[src/fmeas_pkg.sv]
// Operation
// - Fabric-side transmit FIFO depth is 8, 16 or 32 words.
// - Transceiver-side transmit and receive FIFOs are 8 or 16 words deep.
// - Fabric-side receive FIFO depth is 8, 16 or 64 words.
// - Data-valid qualifier travels through the FIFOs with each word.
// - Pulse reflects distance between write and read counters, not transit time.
// - Each FIFO drives a pulse whose duty equals occupancy over depth.
// - Sampling clock up to 262 MHz; pulses are hardened to it inside.
package fmeas_pkg;

   // ***************************************************************
   // Datapath shape
   // ***************************************************************
   localparam int unsigned FMEAS_DW = 40;

   // Word with its data-valid qualifier
   typedef struct packed {
      logic                valid;
      logic [FMEAS_DW-1:0] data;
   } fmeas_beat_t;

   // One latency pulse for each FIFO
   typedef struct packed {
      logic tx_core;
      logic tx_pcs;
      logic rx_pcs;
      logic rx_core;
   } fmeas_pulse_t;

   // ***************************************************************
   // Depths and reset values
   // ***************************************************************
   localparam int unsigned TX_CORE_DEPTH_DEF = 8;
   localparam int unsigned TX_PCS_DEPTH_DEF  = 8;
   localparam int unsigned RX_PCS_DEPTH_DEF  = 8;
   localparam int unsigned RX_CORE_DEPTH_DEF = 8;
   localparam logic        SCLK_RST          = 1'b0;
   localparam fmeas_pulse_t PULSE_RST        = '0;

   // Depth sets that each FIFO position can take
   function automatic bit fmeas_depth_ok(input int unsigned d, input int unsigned big);
      fmeas_depth_ok = (d == 8) || (d == 16) || (big != 0 && d == big);
   endfunction : fmeas_depth_ok

endpackage : fmeas_pkg

[src/fmeas_pcfifo.sv]
`timescale 1ns/1ns
module fmeas_pcfifo
   import fmeas_pkg::*;
#(
   parameter int unsigned DEPTH = 8
)(
   // Clock and reset
   input  wire logic                 core_clk,
   input  wire logic                 rst_n,
   // Write side
   input  wire logic                 wr_en,
   input  fmeas_pkg::fmeas_beat_t    wr_beat,
   output logic                      full,
   // Read side
   input  wire logic                 rd_en,
   output logic                      empty,
   output logic                      out_strobe,
   output fmeas_pkg::fmeas_beat_t    out_beat,
   // Occupancy measurement
   output logic                      latency_pulse
);
   import fmeas_pkg::*;

   localparam int unsigned AW = $clog2(DEPTH);

   // Pointer wrap and the duty ramp both need a power-of-two depth
   if (DEPTH < 2 || (DEPTH & (DEPTH - 1)) != 0)
   begin : g_bad_depth
      $error("fifo depth must be a power of two of at least 2");
   end

   // ***************************************************************
   // Storage and counters
   // ***************************************************************
   fmeas_beat_t mem [DEPTH];
   logic [AW:0]   wr_ptr_q;
   logic [AW:0]   wr_ptr_d;
   logic [AW:0]   rd_ptr_q;
   logic [AW:0]   rd_ptr_d;
   logic [AW:0]   occ;
   logic [AW-1:0] ramp_q;
   logic [AW-1:0] ramp_d;
   logic          pulse_q;
   logic          pulse_d;
   logic          strobe_q;
   logic          strobe_d;
   fmeas_beat_t   beat_q;
   fmeas_beat_t   beat_d;
   logic          do_wr;
   logic          do_rd;

   // Pointer distance is what the pulse measures
   assign occ   = wr_ptr_q - rd_ptr_q;
   // One slot kept for a word already in flight from upstream
   assign full  = (occ >= (AW+1)'(DEPTH - 1));
   assign empty = (occ == '0);
   // Writes stop only when every slot is taken: an inner hop may still
   // land one word after full rose, and that word must not be lost
   assign do_wr = wr_en & (occ != (AW+1)'(DEPTH));
   assign do_rd = rd_en & ~empty;

   // Next pointers, output register and duty ramp
   always_comb
   begin
      wr_ptr_d = do_wr ? wr_ptr_q + 1'b1 : wr_ptr_q;
      rd_ptr_d = do_rd ? rd_ptr_q + 1'b1 : rd_ptr_q;
      strobe_d = do_rd;
      beat_d   = beat_q;
      if (do_rd)
      begin
         beat_d = mem[rd_ptr_q[AW-1:0]];
      end
      else
      begin
         beat_d.valid = 1'b0;
      end
      ramp_d  = ramp_q + 1'b1;
      // High for occ out of every DEPTH cycles
      pulse_d = ({1'b0, ramp_q} < occ);
   end

   always_ff @(posedge core_clk or negedge rst_n)
   begin
      if (!rst_n)
      begin
         wr_ptr_q <= '0;
         rd_ptr_q <= '0;
         strobe_q <= 1'b0;
         beat_q   <= '0;
         ramp_q   <= '0;
         pulse_q  <= 1'b0;
      end
      else
      begin
         wr_ptr_q <= wr_ptr_d;
         rd_ptr_q <= rd_ptr_d;
         strobe_q <= strobe_d;
         beat_q   <= beat_d;
         ramp_q   <= ramp_d;
         pulse_q  <= pulse_d;
      end
   end

   // Storage has no reset; only written words are ever read
   always_ff @(posedge core_clk)
   begin
      if (do_wr)
      begin
         mem[wr_ptr_q[AW-1:0]] <= wr_beat;
      end
   end

   assign out_strobe    = strobe_q;
   assign out_beat      = beat_q;
   assign latency_pulse = pulse_q;

endmodule : fmeas_pcfifo

[src/fmeas_top.sv]
`timescale 1ns/1ns
module fmeas_top
   import fmeas_pkg::*;
#(
   parameter int unsigned TX_CORE_DEPTH = fmeas_pkg::TX_CORE_DEPTH_DEF,
   parameter int unsigned TX_PCS_DEPTH  = fmeas_pkg::TX_PCS_DEPTH_DEF,
   parameter int unsigned RX_PCS_DEPTH  = fmeas_pkg::RX_PCS_DEPTH_DEF,
   parameter int unsigned RX_CORE_DEPTH = fmeas_pkg::RX_CORE_DEPTH_DEF
)(
   // Clock and reset
   input  wire logic                 core_clk,
   input  wire logic                 rst_n,
   // Transmit entry from fabric
   input  wire logic                 tx_put,
   input  fmeas_pkg::fmeas_beat_t    tx_beat_in,
   output logic                      tx_ready,
   // Transmit exit toward the lane
   input  wire logic                 tx_take,
   output logic                      tx_strobe,
   output fmeas_pkg::fmeas_beat_t    tx_beat_out,
   // Receive entry from the lane
   input  wire logic                 rx_put,
   input  fmeas_pkg::fmeas_beat_t    rx_beat_in,
   output logic                      rx_ready,
   // Receive exit toward fabric
   input  wire logic                 rx_take,
   output logic                      rx_strobe,
   output fmeas_pkg::fmeas_beat_t    rx_beat_out,
   // Latency measurement
   input  wire logic                 latency_sclk,
   output fmeas_pkg::fmeas_pulse_t   latency_pulse
);
   import fmeas_pkg::*;

   // ***************************************************************
   // Depth checks
   // ***************************************************************
   if (!fmeas_depth_ok(TX_CORE_DEPTH, 32))
   begin : g_bad_txc
      $error("tx core fifo depth must be 8, 16 or 32");
   end
   if (!fmeas_depth_ok(TX_PCS_DEPTH, 0) || !fmeas_depth_ok(RX_PCS_DEPTH, 0))
   begin : g_bad_pcs
      $error("pcs fifo depth must be 8 or 16");
   end
   if (!fmeas_depth_ok(RX_CORE_DEPTH, 64))
   begin : g_bad_rxc
      $error("rx core fifo depth must be 8, 16 or 64");
   end

   // ***************************************************************
   // Two-stage transmit and receive datapaths
   // ***************************************************************
   fmeas_beat_t  txc_beat;
   fmeas_beat_t  rxp_beat;
   logic         txc_empty;
   logic         txc_strobe;
   logic         txp_full;
   logic         txp_empty;
   logic         rxp_empty;
   logic         rxp_strobe;
   logic         rxc_full;
   logic         rxc_empty;
   logic         txc_full;
   logic         rxp_full;
   wire fmeas_pulse_t raw_pulse;

   // Inner hops move a word whenever the next FIFO has room
   fmeas_pcfifo #(.DEPTH(TX_CORE_DEPTH)) u_tx_core (
      .core_clk      (core_clk),
      .rst_n         (rst_n),
      .wr_en         (tx_put & tx_ready),
      .wr_beat       (tx_beat_in),
      .full          (txc_full),
      .rd_en         (~txp_full),
      .empty         (txc_empty),
      .out_strobe    (txc_strobe),
      .out_beat      (txc_beat),
      .latency_pulse (raw_pulse.tx_core)
   );

   fmeas_pcfifo #(.DEPTH(TX_PCS_DEPTH)) u_tx_pcs (
      .core_clk      (core_clk),
      .rst_n         (rst_n),
      .wr_en         (txc_strobe),
      .wr_beat       (txc_beat),
      .full          (txp_full),
      .rd_en         (tx_take),
      .empty         (txp_empty),
      .out_strobe    (tx_strobe),
      .out_beat      (tx_beat_out),
      .latency_pulse (raw_pulse.tx_pcs)
   );

   fmeas_pcfifo #(.DEPTH(RX_PCS_DEPTH)) u_rx_pcs (
      .core_clk      (core_clk),
      .rst_n         (rst_n),
      .wr_en         (rx_put & rx_ready),
      .wr_beat       (rx_beat_in),
      .full          (rxp_full),
      .rd_en         (~rxc_full),
      .empty         (rxp_empty),
      .out_strobe    (rxp_strobe),
      .out_beat      (rxp_beat),
      .latency_pulse (raw_pulse.rx_pcs)
   );

   fmeas_pcfifo #(.DEPTH(RX_CORE_DEPTH)) u_rx_core (
      .core_clk      (core_clk),
      .rst_n         (rst_n),
      .wr_en         (rxp_strobe),
      .wr_beat       (rxp_beat),
      .full          (rxc_full),
      .rd_en         (rx_take),
      .empty         (rxc_empty),
      .out_strobe    (rx_strobe),
      .out_beat      (rx_beat_out),
      .latency_pulse (raw_pulse.rx_core)
   );

   // Ready toward each writer; a put while not ready is dropped
   assign tx_ready = ~txc_full;
   assign rx_ready = ~rxp_full;

   // ***************************************************************
   // Hardening to the sampling clock
   // ***************************************************************
   // The sampling clock is a foreign pin: two stages before any use,
   // a third stage only to find its rising edge.
   logic         sclk_s1_q;
   logic         sclk_s2_q;
   logic         sclk_s3_q;
   logic         sclk_rise;
   fmeas_pulse_t held_q;
   fmeas_pulse_t held_d;

   assign sclk_rise = sclk_s2_q & ~sclk_s3_q;

   // Pulses change only on a sampling edge, so fabric sees one steady
   // value per sampling period; edges closer than two core cycles merge
   always_comb
   begin
      held_d = held_q;
      if (sclk_rise)
      begin
         held_d = raw_pulse;
      end
   end

   always_ff @(posedge core_clk or negedge rst_n)
   begin
      if (!rst_n)
      begin
         sclk_s1_q <= SCLK_RST;
         sclk_s2_q <= SCLK_RST;
         sclk_s3_q <= SCLK_RST;
         held_q    <= PULSE_RST;
      end
      else
      begin
         sclk_s1_q <= latency_sclk;
         sclk_s2_q <= sclk_s1_q;
         sclk_s3_q <= sclk_s2_q;
         held_q    <= held_d;
      end
   end

   assign latency_pulse = held_q;

endmodule : fmeas_top

[config.mk]
export PLATFORM = sky130hd
export DESIGN_NAME = fmeas_top
export DESIGN_NICKNAME = d
export VERILOG_FILES = /design/src/fmeas_pkg.sv /design/src/fmeas_pcfifo.sv /design/src/fmeas_top.sv
export SDC_FILE = /design/constraint.sdc
export NUM_CORES = 2
export LEC_CHECK = 0
export BUFFER_PORTS_ARGS = -buffer_cell sky130_fd_sc_hd__buf_4
export CAP_MARGIN = 20
export CORE_MARGIN = 2
export CORE_UTILIZATION = 25
export CTS_BUF_LIST = sky130_fd_sc_hd__clkbuf_4
export DETAILED_ROUTE_END_ITERATION = 12
export PLACE_DENSITY = 0.5
export SLEW_MARGIN = 20
export SYNTH_ARGS = -nofsm -noshare
export SYNTH_HDL_FRONTEND = slang
export SYNTH_SLANG_ARGS = --single-unit
[constraint.sdc]
create_clock -name core_clk -period 8.4 [get_ports core_clk]
set_input_delay 0.42 -clock core_clk [delete_from_list [all_inputs] [get_ports core_clk]]
set_output_delay 0.42 -clock core_clk [all_outputs]
set_load 0.02 [all_outputs]
==> flow_summary.ini <==
[clock_tree]
cts_sinks = 1535
cts_tree = built
root_buffer = clkbuf_4
path_clk_slew_ns = 0.06
htreeDepth = 5
post_cts_buffers = 0
cts_buffer_depth = 4
clock_latency_ns = 1.29
numCtsBuffers = 392

[sta]
max_slew_margin = 0.278
min_period_ns = 4.59
fin_crit_sh = 0.547
maxSlewViolCount = 0
hold-worst-slack_ns = 0.265
final.setup.tns_ns = 0
max_freq_mhz = 218
setup_viol = 0
tightest_slew_ns = 1.08
fin_skew_ns = 0.0903
rsz0062_at_grt = no
hold_violations = 0
worst_slack_ns = 3.81

[synthesis]
ys.flop_type = edfxtp_1
synth_top_area_share = 0.676
ys_ff_latch = 1535
yosys.area.top_type = edfxtp_1
netlist_instances = 2805
netlist_area_um2 = 58300
synthTopCellsByArea = edfxtp_1 68%, mux4_2 13%, dfrtp_1 9.6%, nand2_1 2.2%, mux2i_1 1.4%
yosys_warnings = 0
syn_area_per_cell_um2 = 20.8
syn-num-nets = 2930
ys_types = 48
synth_seq_area_share = 0.771
synth-async-reset-ratio = 0.145
synth_edf_count = 1312

[grt]
grt_pass1_wl_um = 198000
overflow = 0
antenna_found_initial = 31
first_global_vias = 30800
grt_max_degree = 87
track_usage = 0.112

[place]
hpwl_um = 75100
post-place-ws_ns = 3.51
place.port_buffers = 178
place.gp.congestion = 0.713

[detailed_routing]
routed_wl_um = 132000
drt_iter0_drc = 1608
postRouteAntennaNets = 0
dr.pass1.iters = 5
num_vias = 28500
avgRoutedWirePerCell_um = 19.4
via_per_inst = 4.16
drc = 0

[final_layout]
drive_gt1_frac = 0.345
synthToLayoutAreaGrowth_pct = 20.5
nets = 3606

[worst_setup_path]
worstSetupEndpointType = register
crit_required_ns = 9.25
start_kind = register
crit_type = reg -> reg
cp.arrival_ns = 5.45
cp_max_fo = 47

[floorplan]
die_area_um2 = 237000
start_util = 0.251
fp-row-count = 177
fp.coreArea_um2 = 232000
die_w_um = 487
pin_count = 179
die_h_um = 487

[hold_path]
holdCritPathClass = in -> reg

[power_and_ir_drop]
p_per_area_nw_per_um2 = 377
leakagePower_nw = 24.4
irDropWorstVdd_mv = 0.403
power_mw = 26.5

[run]
maxCapViolCount = 0

[run_status]
status = finished, final reports clean
==> layout by cell type, fill, tap and decap left out, types with 65 or more instances in the layout <==
cell and count:
edfxtp_1 1312, clkbuf_4 603, nand2_1 338, mux4_2 328
buf_4 237, dfrtp_1 215, dlygate4sd3_1 172, mux2i_1 80
o21ai_0 78, clkinv_1 65
==> synth_stat cells (all sizes together), types with 12 or more instances <==
cell type and instances:
mux2i 80, dfrtp 223, inv 33, nor3 15, edfxtp 1312, nor2 12, mux4 328, o21ai 84
a21oi 13, buf 75, xnor2 17, clkbuf 54, nand2 338, ha 32, mux2 92, xor2 18
==> critical path: stages (launching register included) <==
cell	delay [ns]
dfrtp_4	1.06
ha_1	0.31
inv_1	0.07
fa_1	0.37
xor2_1	0.20
nand3_1	0.11
nand4b_1	0.25
or2_2	0.43
nor3_2	0.83
buf_4	0.56
==> cell type report <==
class                      instances  area, µm²
fill                           22700     162000
sequential                      1535      45000
multi-input combinational       1106      12800
clock buffer                     603       4530
tap                             3043       3810
timing repair buffer             411       3540
clock inverter                    83        433
inverter                          35        131
antenna                           18       45.0
==> repair_timing <==
action / CTS / global route
setup endpoints to repair: 0 / 0
hold buffers: 173 / 0
hold endpoints to repair: 977 / 0
gates resized for setup: 0 / 0
==> kinds of logic after synthesis <==
kind of cell    count (synthesis)  share of synthesized area
compound gates                114                     0.0110
xor+xnor                       35                    0.00526
fa+ha+maj                      36                    0.00824
buf+inv                       164                     0.0133
flops                        1535                      0.771
mux                           500                      0.161
simple gates                  421                     0.0304
==> layer usage <==
metal | GRT usage | vias up | routed length (µm)
met5 | 0 | - | 223
met4 | 0.0370 | 34 | 3050
met3 | 0.0300 | 242 | 6100
met2 | 0.176 | 642 | 62700
met1 | 0.148 | 14700 | 60300
li1 | - | 12900 | -
==> registers in the layout, indices dropped and copies added (netlist names), 3 cells and up <==
register and cells:
u_tx_core.wr_ptr_q 4, u_rx_core.rd_ptr_q 4, u_tx_pcs.mem 328, u_tx_core.ramp_q 3
u_rx_core.ramp_q 3, u_rx_pcs.mem 328, u_tx_pcs.wr_ptr_q 4, u_rx_pcs.ramp_q 3
u_rx_pcs.out_beat 41, u_tx_core.rd_ptr_q 4, u_rx_core.out_beat 41, u_tx_core.out_beat 41
u_tx_pcs.out_beat 41, u_rx_pcs.rd_ptr_q 4, u_tx_core.mem 328, u_tx_pcs.rd_ptr_q 4
u_rx_core.wr_ptr_q 4, u_tx_pcs.ramp_q 3, u_rx_core.mem 328, u_rx_pcs.wr_ptr_q 4
latency_pulse 4
==> report_power, final <==
| part | total [mW] | switching, mW | internal, mW |
|---|---|---|---|
| sequential | 11.9 | 1.40 | 10.5 |
| clock | 6.28 | 2.91 | 3.37 |
| combinational | 8.28 | 4.48 | 3.81 |
| total | 26.5 | 8.78 | 17.7 |
==> metrics by stage <==
step / instances / area, µm² / util
floorplan: 2805 / 58300 / -
global placement: 5957 / 63500 / 0.273
detailed placement: 5957 / 63500 / 0.273
CTS: 6816 / 70200 / 0.302
global route: 6828 / 70300 / 0.302
finish: 6834 / 70300 / 0.302
==> path summary, 6_finish.rpt <==
path | startpoint | to | slack, ns | cells past startpoint
max | u_rx_pcs.rd_ptr_q[0] | u_rx_pcs.mem[1][36] | 3.81 | 9
min | tx_put | u_tx_core.wr_ptr_q[0] | 0.26 | 5
max reg2reg | u_rx_pcs.rd_ptr_q[0] | u_rx_pcs.mem[1][36] | 3.81 | 9
min reg2reg | sclk_s1_q | sclk_s2_q | 0.36 | 0
max in group asynchronous | rst_n | u_tx_core.rd_ptr_q[1] | 6.69 | 5
min in group asynchronous | rst_n | u_rx_core.out_beat[3] | 0.37 | 4
No activity file was read; power rests on OpenSTA's default activity.
